[src/hw/lpm_pkg.sv]
`default_nettype none
package lpm_pkg;
  // Register bus geometry
  localparam int ADDR_W = 4;
  localparam int DATA_W = 4;
  localparam logic [ADDR_W-1:0] ADDR_CTRL = 4'h0;
  localparam logic [ADDR_W-1:0] ADDR_STATUS = 4'h1;

  // Control register fields
  localparam int BIT_WATCH_SEL = 0;
  localparam int BIT_SUB_STOP = 1;
  localparam int BIT_LOW_SPEED = 2;
  localparam int BIT_DIRECT = 3;
  localparam logic [DATA_W-1:0] CTRL_RESET = 4'h0;

  // Status register fields
  localparam int MODE_LSB = 0;
  localparam int MODE_W = 3;
  localparam int BIT_RAM_VALID = 3;

  // Timing: the clock is 125 MHz
  localparam int CLK_PERIOD_NS = 8;
  localparam int OSC_SETTLE_NS = 1000000;
  localparam int SETTLE_CYCLES =
    (OSC_SETTLE_NS + CLK_PERIOD_NS - 1) / CLK_PERIOD_NS;
  localparam int FRAMES_EXTERNAL_INTERRUPT_ZERO = 2;
  localparam int FRAMES_DIRECT = 1;

  // Gate vector bit positions
  localparam int G_MAIN = 0;
  localparam int G_CPU = 1;
  localparam int G_TMA = 2;
  localparam int G_TMBD = 3;
  localparam int G_SER = 4;
  localparam int G_SEREXT = 5;
  localparam int G_SERIRQ = 6;
  localparam int G_TONE = 7;
  localparam int G_TONERST = 8;
  localparam int G_COMP = 9;
  localparam int G_PRST = 10;
  localparam int G_HIZ = 11;
  localparam int G_SUBREQ = 12;
  localparam int GATE_W = 13;

  typedef enum logic [2:0] {
    LPM_ACTIVE,
    LPM_STANDBY,
    LPM_STOP,
    LPM_WATCH,
    LPM_SUBACT,
    LPM_FRAME_WAIT,
    LPM_SETTLE,
    LPM_STOP_SETTLE
  } lpm_mode_t;
endpackage
`default_nettype wire

[src/hw/lpm_ctrl.sv]
// Operation
// - Standby instruction in active mode enters standby.
// - Standby keeps both oscillators, halts CPU clocks, retains state.
// - Interrupts, timers, serial keep running in standby.
// - Reset leaves standby; interrupt resumes at next instruction.
// - After standby wake, service interrupt only when enable is set.
// - Stop instruction in active with watch select 0 enters stop.
// - Stop halts main oscillator; subclock follows subclock-stop bit.
// - Stop holds CPU, timers, serial, tone, comparator in reset.
// - Stop puts output pins in high impedance.
// - Stop leaves only on reset or stop-cancel.
// - After stop, RAM kept; CPU working registers may be undefined.
// - Stop instruction in active with watch select 1 enters watch.
// - Without direct transfer, stop/standby in subactive enters watch.
// - Watch: main osc off, subclock on, timer A runs, others stop.
// - Watch: externally clocked serial shifts but raises no interrupt.
// - Watch exits on reset, timer A or EXTERNAL_INTERRUPT_ZERO; low-speed picks target.
// - Timer A wake settles once; EXTERNAL_INTERRUPT_ZERO adds one to two frames.
// - Low-speed wake enters subactive: main osc off, tone reset.
// - Direct transfer: stop/standby in subactive goes to active.
// - Stop-cancel honoured only in stop mode.
// - RAM-valid reads 0 after reset exit, 1 after stop-cancel exit.
// - Enable clear with unmasked pending request makes instruction NOP.
// - Direct transfer chosen by low-speed 0, direct flag 1 in subactive.
`timescale 1ns/1ps
`default_nettype none
module lpm_ctrl #(
  parameter int SETTLE_CNT = lpm_pkg::SETTLE_CYCLES
) (
  input wire logic clock,
  input wire logic rst,
  input wire logic clkEn,
  input wire logic [lpm_pkg::ADDR_W-1:0] regAddr,
  input wire logic [lpm_pkg::DATA_W-1:0] regWrData,
  input wire logic regWr,
  input wire logic regRd,
  output logic [lpm_pkg::DATA_W-1:0] regRdData,
  input wire logic standbyInstruction,
  input wire logic stopInstruction,
  input wire logic globalInterruptEnable,
  input wire logic irqPending,
  input wire logic timerAReq,
  input wire logic externalInterruptZero,
  input wire logic frameStrobe,
  input wire logic stopCancelInput,
  output logic [lpm_pkg::MODE_W-1:0] modeState,
  output logic mainOscEn,
  output logic subOscEn,
  output logic cpuClkEn,
  output logic timerARun,
  output logic timerBdRun,
  output logic serialRun,
  output logic serialExtShiftEn,
  output logic serialIrqEn,
  output logic toneRun,
  output logic toneRst,
  output logic compRun,
  output logic periphRst,
  output logic outputHiZ,
  output logic instrNop,
  output logic wakeResume,
  output logic intServiceReq,
  output logic restartPulse,
  output logic ramValidFlag
);
  import lpm_pkg::*;

  lpm_mode_t modeFf;
  lpm_mode_t nxt_modeFf;
  logic [DATA_W-1:0] ctrlFf;
  logic [GATE_W-1:0] gateFf;
  logic [31:0] settleCntFf;
  logic [1:0] frameCntFf;
  logic [1:0] frameTgtFf;
  logic ramValidFf;
  logic nopFf;
  logic resumeFf;
  logic serviceFf;
  logic restartFf;
  logic [DATA_W-1:0] rdDataFf;
  logic instrReq;
  logic instrNopNow;
  logic settleDone;
  logic frameDone;
  logic directSel;

  // Per-mode gating of clocks and peripherals
  function automatic logic [GATE_W-1:0] gateOf(input lpm_mode_t m);
    logic [GATE_W-1:0] g;
    g = '0;
    case (m)
      LPM_ACTIVE: begin
        g = '1;
        g[G_TONERST] = 1'b0;
        g[G_PRST] = 1'b0;
        g[G_HIZ] = 1'b0;
      end
      LPM_STANDBY: begin
        // Oscillators and peripherals live; only the CPU clock and the comparator stop
        g = '1;
        g[G_CPU] = 1'b0;
        g[G_COMP] = 1'b0;
        g[G_TONERST] = 1'b0;
        g[G_PRST] = 1'b0;
        g[G_HIZ] = 1'b0;
      end
      LPM_STOP: begin
        // Everything held in reset, pins released
        g[G_PRST] = 1'b1;
        g[G_TONERST] = 1'b1;
        g[G_HIZ] = 1'b1;
      end
      LPM_STOP_SETTLE: begin
        // Main oscillator restarts while the core stays in reset
        g[G_MAIN] = 1'b1;
        g[G_PRST] = 1'b1;
        g[G_TONERST] = 1'b1;
        g[G_HIZ] = 1'b1;
      end
      LPM_WATCH, LPM_FRAME_WAIT: begin
        g[G_SUBREQ] = 1'b1;
        g[G_TMA] = 1'b1;
        g[G_SEREXT] = 1'b1;
        g[G_TONERST] = 1'b1;
      end
      LPM_SETTLE: begin
        g[G_MAIN] = 1'b1;
        g[G_SUBREQ] = 1'b1;
        g[G_TMA] = 1'b1;
        g[G_SEREXT] = 1'b1;
        g[G_TONERST] = 1'b1;
      end
      LPM_SUBACT: begin
        // Everything but the tone generator runs on the subclock
        g = '1;
        g[G_MAIN] = 1'b0;
        g[G_TONE] = 1'b0;
        g[G_PRST] = 1'b0;
        g[G_HIZ] = 1'b0;
      end
      default: g = '0;
    endcase
    return g;
  endfunction

  // Either low-power instruction
  assign instrReq = standbyInstruction | stopInstruction;
  // Instruction cancelled when it could never be woken cleanly
  assign instrNopNow = instrReq & ~globalInterruptEnable & irqPending;
  assign settleDone = (settleCntFf >= 32'(SETTLE_CNT - 1));
  assign frameDone = frameStrobe & (frameCntFf + 2'h1 >= frameTgtFf);
  assign directSel = ~ctrlFf[BIT_LOW_SPEED] & ctrlFf[BIT_DIRECT];

  // Next mode
  always_comb begin
    nxt_modeFf = modeFf;
    case (modeFf)
      LPM_ACTIVE: begin
        if (instrReq && !instrNopNow) begin
          if (standbyInstruction) begin
            nxt_modeFf = LPM_STANDBY;
          end else if (ctrlFf[BIT_WATCH_SEL]) begin
            nxt_modeFf = LPM_WATCH;
          end else begin
            nxt_modeFf = LPM_STOP;
          end
        end
      end
      LPM_STANDBY: begin
        if (irqPending) begin
          nxt_modeFf = LPM_ACTIVE;
        end
      end
      LPM_STOP: begin
        // Only stop-cancel or reset can leave here
        if (stopCancelInput) begin
          nxt_modeFf = LPM_STOP_SETTLE;
        end
      end
      LPM_STOP_SETTLE: begin
        if (settleDone) begin
          nxt_modeFf = LPM_ACTIVE;
        end
      end
      LPM_WATCH: begin
        if (timerAReq || externalInterruptZero) begin
          if (ctrlFf[BIT_LOW_SPEED]) begin
            nxt_modeFf = LPM_SUBACT;
          end else if (timerAReq) begin
            nxt_modeFf = LPM_SETTLE;
          end else begin
            nxt_modeFf = LPM_FRAME_WAIT;
          end
        end
      end
      LPM_FRAME_WAIT: begin
        if (frameDone) begin
          nxt_modeFf = LPM_SETTLE;
        end
      end
      LPM_SETTLE: begin
        if (settleDone) begin
          nxt_modeFf = LPM_ACTIVE;
        end
      end
      LPM_SUBACT: begin
        if (instrReq && !instrNopNow) begin
          if (directSel) begin
            nxt_modeFf = LPM_FRAME_WAIT;
          end else begin
            nxt_modeFf = LPM_WATCH;
          end
        end
      end
      default: nxt_modeFf = LPM_ACTIVE;
    endcase
  end

  // Encoded mode register
  always_ff @(posedge clock or posedge rst) begin
    if (rst) begin
      modeFf <= LPM_ACTIVE;
    end else if (clkEn) begin
      modeFf <= nxt_modeFf;
    end
  end

  // Registered gate vector follows the mode being entered
  always_ff @(posedge clock or posedge rst) begin
    if (rst) begin
      gateFf <= '0;
    end else if (clkEn) begin
      gateFf <= gateOf(nxt_modeFf);
    end
  end

  // Oscillator settle counter, restarted in every other mode
  always_ff @(posedge clock or posedge rst) begin
    if (rst) begin
      settleCntFf <= '0;
    end else if (clkEn) begin
      if (modeFf == LPM_SETTLE || modeFf == LPM_STOP_SETTLE) begin
        settleCntFf <= settleCntFf + 32'h1;
      end else begin
        settleCntFf <= '0;
      end
    end
  end

  // Interrupt frame counter; EXTERNAL_INTERRUPT_ZERO waits two strobes, direct waits one
  always_ff @(posedge clock or posedge rst) begin
    if (rst) begin
      frameCntFf <= '0;
      frameTgtFf <= 2'(FRAMES_EXTERNAL_INTERRUPT_ZERO);
    end else if (clkEn) begin
      if (modeFf == LPM_FRAME_WAIT) begin
        if (frameStrobe) begin
          frameCntFf <= frameCntFf + 2'h1;
        end
      end else begin
        frameCntFf <= '0;
        if (modeFf == LPM_SUBACT) begin
          frameTgtFf <= 2'(FRAMES_DIRECT);
        end else begin
          frameTgtFf <= 2'(FRAMES_EXTERNAL_INTERRUPT_ZERO);
        end
      end
    end
  end

  // Control register; direct flag only settable in subactive
  always_ff @(posedge clock or posedge rst) begin
    if (rst) begin
      ctrlFf <= CTRL_RESET;
    end else if (clkEn) begin
      if (regWr && regAddr == ADDR_CTRL) begin
        ctrlFf <= regWrData;
        ctrlFf[BIT_DIRECT] <= regWrData[BIT_DIRECT] &
          (modeFf == LPM_SUBACT);
      end else if (modeFf == LPM_ACTIVE) begin
        ctrlFf[BIT_DIRECT] <= 1'b0;
      end
    end
  end

  // RAM-valid: cleared by reset, set when stop-cancel brings us back
  always_ff @(posedge clock or posedge rst) begin
    if (rst) begin
      ramValidFf <= 1'b0;
    end else if (clkEn) begin
      if (modeFf == LPM_STOP_SETTLE && settleDone) begin
        ramValidFf <= 1'b1;
      end
    end
  end

  // One-cycle event pulses toward the CPU
  always_ff @(posedge clock or posedge rst) begin
    if (rst) begin
      nopFf <= 1'b0;
      resumeFf <= 1'b0;
      serviceFf <= 1'b0;
      restartFf <= 1'b0;
    end else if (clkEn) begin
      nopFf <= instrNopNow &&
        (modeFf == LPM_ACTIVE || modeFf == LPM_SUBACT);
      // Standby wake resumes after the standby instruction
      resumeFf <= (modeFf == LPM_STANDBY) && irqPending;
      serviceFf <= (modeFf == LPM_STANDBY) && irqPending &&
        globalInterruptEnable;
      // Stop exit restarts from address zero, registers not trusted
      restartFf <= (modeFf == LPM_STOP_SETTLE) && settleDone;
    end
  end

  // Read data valid in the cycle after the strobe only
  always_ff @(posedge clock or posedge rst) begin
    if (rst) begin
      rdDataFf <= '0;
    end else if (clkEn) begin
      rdDataFf <= '0;
      if (regRd) begin
        case (regAddr)
          ADDR_CTRL: rdDataFf <= ctrlFf;
          ADDR_STATUS: begin
            rdDataFf[MODE_LSB +: MODE_W] <= MODE_W'(modeFf);
            rdDataFf[BIT_RAM_VALID] <= ramValidFf;
          end
          default: rdDataFf <= '0;
        endcase
      end
    end
  end

  // Subclock stops only in stop and stop-settle modes when asked to
  always_ff @(posedge clock or posedge rst) begin
    if (rst) begin
      subOscEn <= 1'b1;
    end else if (clkEn) begin
      subOscEn <= ~((nxt_modeFf == LPM_STOP ||
        nxt_modeFf == LPM_STOP_SETTLE) & ctrlFf[BIT_SUB_STOP]);
    end
  end

  // Mode copy for status pins
  always_ff @(posedge clock or posedge rst) begin
    if (rst) begin
      modeState <= '0;
    end else if (clkEn) begin
      modeState <= MODE_W'(nxt_modeFf);
    end
  end

  // Outputs straight from flops
  assign mainOscEn = gateFf[G_MAIN];
  assign cpuClkEn = gateFf[G_CPU];
  assign timerARun = gateFf[G_TMA];
  assign timerBdRun = gateFf[G_TMBD];
  assign serialRun = gateFf[G_SER];
  assign serialExtShiftEn = gateFf[G_SEREXT];
  assign serialIrqEn = gateFf[G_SERIRQ];
  assign toneRun = gateFf[G_TONE];
  assign toneRst = gateFf[G_TONERST];
  assign compRun = gateFf[G_COMP];
  assign periphRst = gateFf[G_PRST];
  assign outputHiZ = gateFf[G_HIZ];
  assign instrNop = nopFf;
  assign wakeResume = resumeFf;
  assign intServiceReq = serviceFf;
  assign restartPulse = restartFf;
  assign ramValidFlag = ramValidFf;
  assign regRdData = rdDataFf;
endmodule // lpm_ctrl
`default_nettype wire

[config.mk]
export PLATFORM = sky130hd
export DESIGN_NAME = lpm_ctrl
export DESIGN_NICKNAME = d
export VERILOG_FILES = /design/src/hw/lpm_pkg.sv /design/src/hw/lpm_ctrl.sv
export SDC_FILE = /design/constraint.sdc
export NUM_CORES = 1
export LEC_CHECK = 0
export BUFFER_PORTS_ARGS = -buffer_cell sky130_fd_sc_hd__buf_2
export CAP_MARGIN = 20
export CORE_MARGIN = 8
export CORE_UTILIZATION = 55
export CTS_CLUSTER_SIZE = 12
export DETAILED_ROUTE_END_ITERATION = 8
export GPL_TIMING_DRIVEN = 0
export PLACE_DENSITY = 0.77
export SYNTH_ARGS = -nofsm -noshare
export SYNTH_HDL_FRONTEND = slang
export SYNTH_SLANG_ARGS = --single-unit
[constraint.sdc]
create_clock -name clock -period 4.91 [get_ports clock]
set_input_delay 0.2455 -clock clock [delete_from_list [all_inputs] [get_ports clock]]
set_output_delay 0.2455 -clock clock [all_outputs]
set_load 0.05 [all_outputs]
==> implementation parameters, run 1 <==
Parameter                              Value

Status
  Outcome ... completed

Route
  First-pass iteration count of the detailed router ... 4
  Post-Route WL ... approximately 7000 um
  Final ANT Viol Nets ... 0
  Drt initial violations ... ~170
  DR vias/cell ... about 5.8
  Routed wirelength normalized by instance count ... 15.2 um
  Via total after detailed routing ... about 2,600
  Post-route DRC ... 0

STA
  Maximum operating frequency ... 0.393 GHz
  Final critical delay including setup and external delays ... roughly 2.5 ns
  Final setup TNS ... 0 ns
  Actual slew at the worst max-slew pin ... around 0.85 ns
  Endpoints failing setup ... 0
  Hold Fails Final Rpt ... 0
  Worst clock skew ... about 0.0077 ns
  Final period utilization ... 0.519
  Worst rel slew slack ... 0.435
  Max-slew violation count ... 0
  Setup repair after global routing missed its margin ... false

Setup path
  Largest stage delay, worst path ... around 0.43 ns
  Levels on crit path ... 8
  Required time of the critical path ... slightly above 5 ns
  Series of cell instances along the critical path ... ha_1 -> a2111oi_0 -> o21ai_0 -> a211o_1 -> o211ai_1 -> or2_1 -> buf_2 -> o221ai_1
  Buffering stage count on the worst path with inverters included ... 1
  First element of the critical path ... settleCntFf[0]
  Sort of element at the end of the critical path ... flip-flop
  Critical path arrival ... around 2.7 ns
  Kind of launch point of the worst setup path ... flip-flop
  Startpoint of the lowest-slack register-to-register path ... settleCntFf[0]
  Depth of the most critical reg-to-reg path ... 8
  Family of cells with the greatest summed delay on the critical path ... compound AO/OA/AOI/OAI gates
  Startpoint-to-endpoint class of the critical path ... reg -> reg
  CP Max Fanout ... 9
  Master of the slowest instance on the critical path ... sky130_fd_sc_hd__dfrtp_1

Power and ir drop
  Reg power frac ... 0.337
  Internal Pwr Total ... roughly 1.1 mW
  Share of power burned in combinational logic ... 0.378
  Power Dens Cells ... around 510 nW/um^2
  Sw Ratio ... 0.394
  Worst vdd rail ir drop ... approximately 0.0004 V
  Proportion of power drawn by the clock network ... 0.285
  P_leak ... ~1.7 nW
  Reported net switching power ... ~0.74 mW

Finish
  Fin nets ... roughly 410
  Synthesis-to-finish area growth ... 18.4%
  Share of cells above drive strength 1 ... 0.222
  Antenna diode instance count ... 0
  Area of all placed cells without fillers ... ~3700 um^2

Clock network
  TritonCTS clock tree ... done
  Clock root buffer ... sky130_fd_sc_hd__clkbuf_8
  Inserted Clock Buffers ... 9
  Clock H-tree levels ... 3
  TritonCTS sink count ... 61
  Count of instances resized after the clock tree is built ... 0
  Clock network latency to the later pin of the worst-skew pair ... approximately 0.34 ns
  Maximum count of clock buffers along a single path ... 2
  Clock-pin slew reported for the worst setup and hold paths after clock tree synthesis ... around 0.07 ns

Die
  Number of top-level pins ... 46
  # rows ... 27
  Die area ... around 8400 um^2
  Core outline area ... 5510 um^2
  Die extent in y ... around 90 um
  Initial Utilization ... 0.572
  Width of the die ... 91.7 um

Yosys
  Async S/R FF share, synth ... 1.00
  Top cell type by total area after synthesis ... sky130_fd_sc_hd__dfrtp_1
  Library cells used by synthesis ... 52
  Number of warnings reported in the yosys synthesis log ... 0
  Portion of the post-synthesis area used by sequential elements ... 0.486
  Count of mapped cells out of synthesis ... approximately 330
  Cell types with the highest counts after synthesis ... 59 x sky130_fd_sc_hd__dfrtp_1, 41 x sky130_fd_sc_hd__nor2_1, 24 x sky130_fd_sc_hd__o21ai_0, 23 x sky130_fd_sc_hd__nand2_1, 16 x sky130_fd_sc_hd__xor2_1
  Most area-consuming cells after synthesis ... sky130_fd_sc_hd__dfrtp_1 47%, sky130_fd_sc_hd__nor2_1 4.9%, sky130_fd_sc_hd__xor2_1 4.5%
  Post-synth net total ... 350
  Number of synthesized flops with an enable pin ... 0
  Share of Yosys cell area claimed by the top area cell type ... 0.469
  Most common flop cell mapped by yosys ... sky130_fd_sc_hd__dfrtp_1
  Mean cell area of the mapped netlist ... just under 10 um^2
  Post-synthesis sequential element count ... slightly above 60
  Most numerous cell in the Yosys netlist ... sky130_fd_sc_hd__dfrtp_1
  Synthesized cell area ... ~3100 um^2

Placement
  Count of buffers from port buffering ... 44
  Routability-driven placement congestion ratio ... between 0.9 and 1
  HPWL after DPL ... roughly 5100 um
  Cell area reported after detailed placement ... between 3000 and 4000 um^2

Min path
  Min-Delay Path Class ... in -> reg
  Worst hold path startpoint ... regWrData[2]
  Number of cells on the worst hold path ... 2

GRT
  Antenna violations before repair ... 0
  Wire length of the first global-routing pass ... 12,100 um
  Largest net degree at the start of global routing ... 40
  All-Layer GR Usage ... 0.177
  Grt ovf ... 0
  Number of global-route vias before repair ... about 2,600

Run
  Number of max-cap violations ... 0
-- power groups by stage --
stage	combinational [mW]	clock (mW)	sequential, mW
2_1_floorplan	0.388	0	0.793
3_3_place_gp	0.699	0	0.641
3_5_place_dp	0.709	0	0.643
4_1_cts	0.712	0.548	0.635
5_1_grt	0.770	0.567	0.644
6_report	0.713	0.538	0.635
-- layout by cell type (no fill, tap or decap), types with 7 or more instances in the layout --
cell type	instances
sky130_fd_sc_hd__dfrtp_1	59
sky130_fd_sc_hd__buf_2	47
sky130_fd_sc_hd__nor2_1	41
sky130_fd_sc_hd__o21ai_0	24
sky130_fd_sc_hd__nand2_1	23
sky130_fd_sc_hd__xor2_1	16
sky130_fd_sc_hd__nand3_1	13
sky130_fd_sc_hd__inv_1	11
sky130_fd_sc_hd__xnor2_1	11
sky130_fd_sc_hd__clkbuf_1	10
sky130_fd_sc_hd__clkbuf_8	10
sky130_fd_sc_hd__a21oi_1	9
sky130_fd_sc_hd__o2bb2ai_1	9
sky130_fd_sc_hd__and3_1	7
sky130_fd_sc_hd__nand4_1	7
sky130_fd_sc_hd__nand2b_1	7
-- state kept, by name (all words and copies together) (netlist names) --
register       count
instrNop           1
gateFf             8
wakeResume         1
frameCntFf         2
settleCntFf       32
regRdData          4
frameTgtFf         2
subOscEn           1
ramValidFlag       1
intServiceReq      1
restartPulse       1
ctrlFf             4
modeState          3
-- kinds of logic after synthesis --
logic type | after synthesis | synth area share
and+or+nand+nor | 134 | 0.220
AOI/OAI and AO/OA | 62 | 0.131
DFF | 61 | 0.486
buffers and inverters | 28 | 0.0393
xor gates and xnor gates | 27 | 0.0751
muxes | 11 | 0.0374
adders and majority gates | 3 | 0.0119
-- cell type report --
cell class | count | area (um^2)
Sequential cell | 61 | 1530
Multi-Input combinational cell | 237 | 1500
Buffer | 16 | 78.8
Timing Repair Buffer | 46 | 250
Tap cell | 72 | 90.1
Clock inverter | 4 | 95.1
Clock buffer | 12 | 145
Inverter | 12 | 45.0
Fill cell | 430 | 1780
-- final timing paths --
check | endpoint | slack [ns]
setup / recovery | gateFf[0] | 2.36
hold / removal | ctrlFf[2] | 0.14
setup reg to reg | gateFf[0] | 2.36
hold reg to reg | regRdData[0] | 0.49
max in group asynchronous | frameTgtFf[1] | 3.79
min in group asynchronous | settleCntFf[24] | 0.48
-- metrics by stage --
stage / hold WS [ns] / util / power, mW / worst slack [ns] / instances
2_1_floorplan: 0.392 / - / 1.18 / 2.73 / 326
3_3_place_gp: 0.468 / 0.628 / 1.34 / 2.42 / 442
3_5_place_dp: 0.298 / 0.632 / 1.35 / 2.41 / 443
4_1_cts: 0.123 / 0.677 / 1.90 / 2.39 / 460
5_1_grt: 0.119 / 0.677 / 1.98 / 2.14 / 460
6_report: 0.136 / 0.677 / 1.89 / 2.36 / 460
-- what timing repair did --
action | 4_1_cts | 5_1_grt
setup endpoints to repair | 0 | 0
endpoints found under the hold margin | 22 | 0
setup buffers | 0 | 0
hold buffers | 1 | 0
-- routing by layer --
metal / vias up / part of all wire / global-route usage / wire (um)
li1: 1262 / - / - / -
met1: 1297 / 0.45 / 0.222 / 3150
met2: 77 / 0.48 / 0.278 / 3380
met3: 9 / 0.052 / 0.0481 / 361
met4: 0 / 0.017 / 0.0791 / 120
met5: - / 0 / 0 / 0
Note: power is estimated with default switching activity, not from simulation.
==> run 2: changes to the inputs <==
Settings changed: ABC_AREA set to 1.
Clock period 4.91 ns to 2.62 ns, I/O delays scaled along.
==> implementation parameters, run 2 <==
Parameter                              Value

Yosys
  Post-synth net total ... 484 (+38%)
  Most area-consuming cells after synthesis ... sky130_fd_sc_hd__dfrtp_1 43%, sky130_fd_sc_hd__nand2_1 12%, sky130_fd_sc_hd__nor2_1 6.1%
  Top cell type by total area after synthesis ... sky130_fd_sc_hd__dfrtp_1
  Multiplexer share of the synthesized area ... 0.00975 (-0.0276)
  Share of Yosys cell area claimed by the top area cell type ... 0.426 (-0.0429)
  Most common flop cell mapped by yosys ... sky130_fd_sc_hd__dfrtp_1
  Largest family of logic cells by synthesized area ... simple AND/OR/NAND/NOR gates
  Synthesized cell area ... 3460 um^2 (+10%)
  Portion of the post-synthesis area used by sequential elements ... 0.441 (-0.0444)
  Mean cell area of the mapped netlist ... 7.53 um^2 (-22%)
  Post-synthesis sequential element count ... 61 (unchanged)
  Post-synthesis share of cell area spent on and, or, nand and nor gates ... 0.335 (+0.115)
  Number of warnings reported in the yosys synthesis log ... 0 (unchanged)
  Share of the synthesized area in compound gates (AO/OA/AOI/OAI) ... 0.109 (-0.0213)
  Synthesized-area fraction occupied by xor and xnor cells ... 0.0177 (-0.0574)
  Cell types with the highest counts after synthesis ... 110 x sky130_fd_sc_hd__nand2_1, 59 x sky130_fd_sc_hd__dfrtp_1, 56 x sky130_fd_sc_hd__nor2_1, 43 x sky130_fd_sc_hd__inv_1
  Library cells used by synthesis ... 43 (-17%)
  Number of synthesized flops with an enable pin ... 0 (unchanged)
  Async S/R FF share, synth ... 1.00 (unchanged)
  Count of mapped cells out of synthesis ... 460 (+41%)
  Most numerous cell in the Yosys netlist ... sky130_fd_sc_hd__nand2_1
  Arithmetic-cell share of the synthesized area counting full adders, half adders and majority gates ... 0.0108 (-0.00109)

Finish
  Fin nets ... 541 (+33%)
  Combined flip-flop and latch cell area ... 1530 um^2 (unchanged)
  Commonest non-fill, non-tap cell in the layout ... sky130_fd_sc_hd__nand2_1
  Register name with the most flops ... settleCntFf
  Share of cells above drive strength 1 ... 0.205 (-0.0163)
  Max reg flops ... 32 (unchanged)
  Commonest non-fill, non-tap cells in the layout ... 110 x sky130_fd_sc_hd__nand2_1, 59 x sky130_fd_sc_hd__dfrtp_1, 56 x sky130_fd_sc_hd__nor2_1
  Synthesis-to-finish area growth ... 16.1%
  Number of fillers in the final layout ... 546 (+27%)
  Final std cells w/o fill ... 598 (+30%)
  Finished Core Util ... 0.649 (-0.0286)
  Registers with the most flip-flops ... settleCntFf x32, gateFf x8
  Area of all placed cells without fillers ... 4020 um^2 (+7.9%)
  Antenna diode instance count ... 0 (unchanged)
  Area of the multi-input gates ... 1670 um^2 (+12%)

Placement
  Cell area reported after detailed placement ... 3800 um^2 (+9.3%)
  Routability-driven placement congestion ratio ... 0.914 (about the same)
  HPWL after DPL ... 6380 um (+25%)
  Post-placement setup slack ... 0.694 ns (-1.71 ns)
  Count of buffers from port buffering ... 44 (unchanged)
  Placed instance count ... 582 (+31%)

Clock network
  Clock-pin slew reported for the worst setup and hold paths after clock tree synthesis ... 0.07 ns (about the same)
  Clock root buffer ... sky130_fd_sc_hd__clkbuf_8
  Inserted Clock Buffers ... 9 (unchanged)
  Clock H-tree levels ... 3 (unchanged)
  TritonCTS sink count ... 61 (unchanged)
  Clock network latency to the later pin of the worst-skew pair ... 0.34 ns (about the same)
  TritonCTS clock tree ... done
  Maximum count of clock buffers along a single path ... 2 (unchanged)

Die
  Die extent in y ... 95.4 um (+4.0%)
  Die area ... 9090 um^2 (+8.3%)
  Core outline area ... 6200 um^2 (+13%)
  Width of the die ... 95.4 um (+4.0%)
  Initial Utilization ... 0.558 (-0.0133)
  # rows ... 29 (+7.4%)
  Number of top-level pins ... 46 (unchanged)

Route
  Routed wirelength normalized by instance count ... 13.9 um (-8.9%)
  Final ANT Viol Nets ... 0 (unchanged)
  Drt initial violations ... 165 (-1.8%)
  DR vias/cell ... 5.34 (-7.1%)
  Post-Route WL ... 8300 um (+18%)
  First-pass iteration count of the detailed router ... 4 (unchanged)
  Via total after detailed routing ... 3,194 (+21%)
  Post-route DRC ... 0 (unchanged)

Power and ir drop
  Share of power burned in combinational logic ... 0.387 (+0.009)
  P_leak ... 1.96 nW (+13%)
  Power Dens Cells ... 856 nW/um^2 (+69%)
  Power, Total ... 3.45 mW (+83%)
  Proportion of power drawn by the clock network ... 0.266 (-0.019)
  Reg power frac ... 0.347 (+0.010)
  Reported net switching power ... 1.47 mW (+97%)
  Internal Pwr Total ... 1.98 mW (+73%)
  Sw Ratio ... 0.426 (+0.0318)
  Worst vdd rail ir drop ... 0.000908 V (+130%)

Setup path
  Required time of the critical path ... 2.85 ns (-2.24 ns)
  Startpoint-to-endpoint class of the critical path ... reg -> reg
  Kind of launch point of the worst setup path ... flip-flop
  Sort of element at the end of the critical path ... flip-flop
  CP Max Fanout ... 5 (-4)
  Depth of the most critical reg-to-reg path ... 12 (+4)
  Critical path arrival ... 2.16 ns (-0.57 ns)
  Worst reg-to-reg setup slack ... 0.69 ns (-1.68 ns)

GRT
  Antenna violations before repair ... 0 (unchanged)
  Wire length of the first global-routing pass ... 14,200 um (+17%)
  Number of global-route vias before repair ... 3,212 (+25%)
  All-Layer GR Usage ... 0.201 (+0.0249)
  Largest net degree at the start of global routing ... 33 (-18%)
  Grt ovf ... 0 (unchanged)

Min path
  Min-Delay Path Class ... in -> reg
  Number of cells on the worst hold path ... 2 (unchanged)

Status
  Outcome ... completed

STA
  Maximum operating frequency ... 0.517 GHz (+32%)
  Final setup margin ... 0.687 ns (-1.68 ns)
  Worst rel slew slack ... 0.569 (+0.133)
  Final critical delay including setup and external delays ... 1.93 ns (-0.614 ns)
  Final period utilization ... 0.738 (+0.219)
  Worst hold margin ... 0.0140 ns (-0.122 ns)
  Setup repair after global routing missed its margin ... false
  Endpoints failing setup ... 0 (unchanged)
  Actual slew at the worst max-slew pin ... 0.646 ns (-0.201 ns)
  Worst clock skew ... 0.0131 ns (+0.00538 ns)
  Hold Fails Final Rpt ... 0 (unchanged)
  Max-slew violation count ... 0 (unchanged)
  Final setup TNS ... 0 ns (unchanged)

Run
  Number of max-cap violations ... 0 (unchanged)
run 2: area by class of cell:
cell class	instances	area share
timing repair buffer	46	0.0622
sequential	61	0.380
buffer	12	0.0177
tap	77	0.0239
multi-input combinational	336	0.416
inverter	51	0.0476
clock inverter	6	0.0221
clock buffer	9	0.0308
run 2: worst paths after layout:
check / startpoint / to
setup / recovery: frameCntFf[0] / gateFf[0]
hold / removal: regWrData[1] / ctrlFf[1]
setup reg to reg: frameCntFf[0] / gateFf[0]
hold reg to reg: gateFf[0] / gateFf[0]
max in group asynchronous: rst / frameTgtFf[1]
min in group asynchronous: rst / ctrlFf[2]
run 2: worst max-delay path, stage by stage, from the launching register on:
cell	delay (ns)
sky130_fd_sc_hd__dfrtp_1	0.42
sky130_fd_sc_hd__xor2_1	0.21
sky130_fd_sc_hd__ha_1	0.25
sky130_fd_sc_hd__o21ai_0	0.07
sky130_fd_sc_hd__nand2_1	0.07
sky130_fd_sc_hd__nand2_1	0.08
sky130_fd_sc_hd__nor2_1	0.04
sky130_fd_sc_hd__nor2_1	0.17
sky130_fd_sc_hd__nand3b_2	0.13
sky130_fd_sc_hd__nand2_1	0.12
sky130_fd_sc_hd__inv_2	0.07
sky130_fd_sc_hd__o21ai_1	0.13
sky130_fd_sc_hd__nand2_1	0.07
run 2: timing repair:
item | in CTS | in global routing
setup buffers | 0 | 0
hold buffers | 1 | 0
endpoints found under the hold margin | 28 | 0
resized for setup | 0 | 0
run 2: per-layer routing:
layer  GRT usage  vias up  part of all wire
met2       0.349       74              0.49
met1       0.232     1488              0.45
met4      0.0923        0             0.014
met3      0.0449       11             0.048
li1            -     1621                 -
met5           0        -                 0
run 2: logic make-up (layout without fill, tap and decap cells):
logic type / Yosys count / in the layout
compound gates: 69 / 69
simple gates: 254 / 254
xor+xnor: 7 / 7
flops: 61 / 61
buf+inv: 63 / 124
fa+ha+maj: 3 / 3
mux: 3 / 3
run 2: power by group through the flow:
stage / clock network [mW] / logic [mW] / registers (mW)
after floorplan: 0 / 0.709 / 1.51
final: 0.917 / 1.33 / 1.20
after global routing: 0.970 / 1.47 / 1.21
after CTS: 0.933 / 1.34 / 1.20
after detailed placement: 0 / 1.34 / 1.21
after global placement: 0 / 1.31 / 1.21
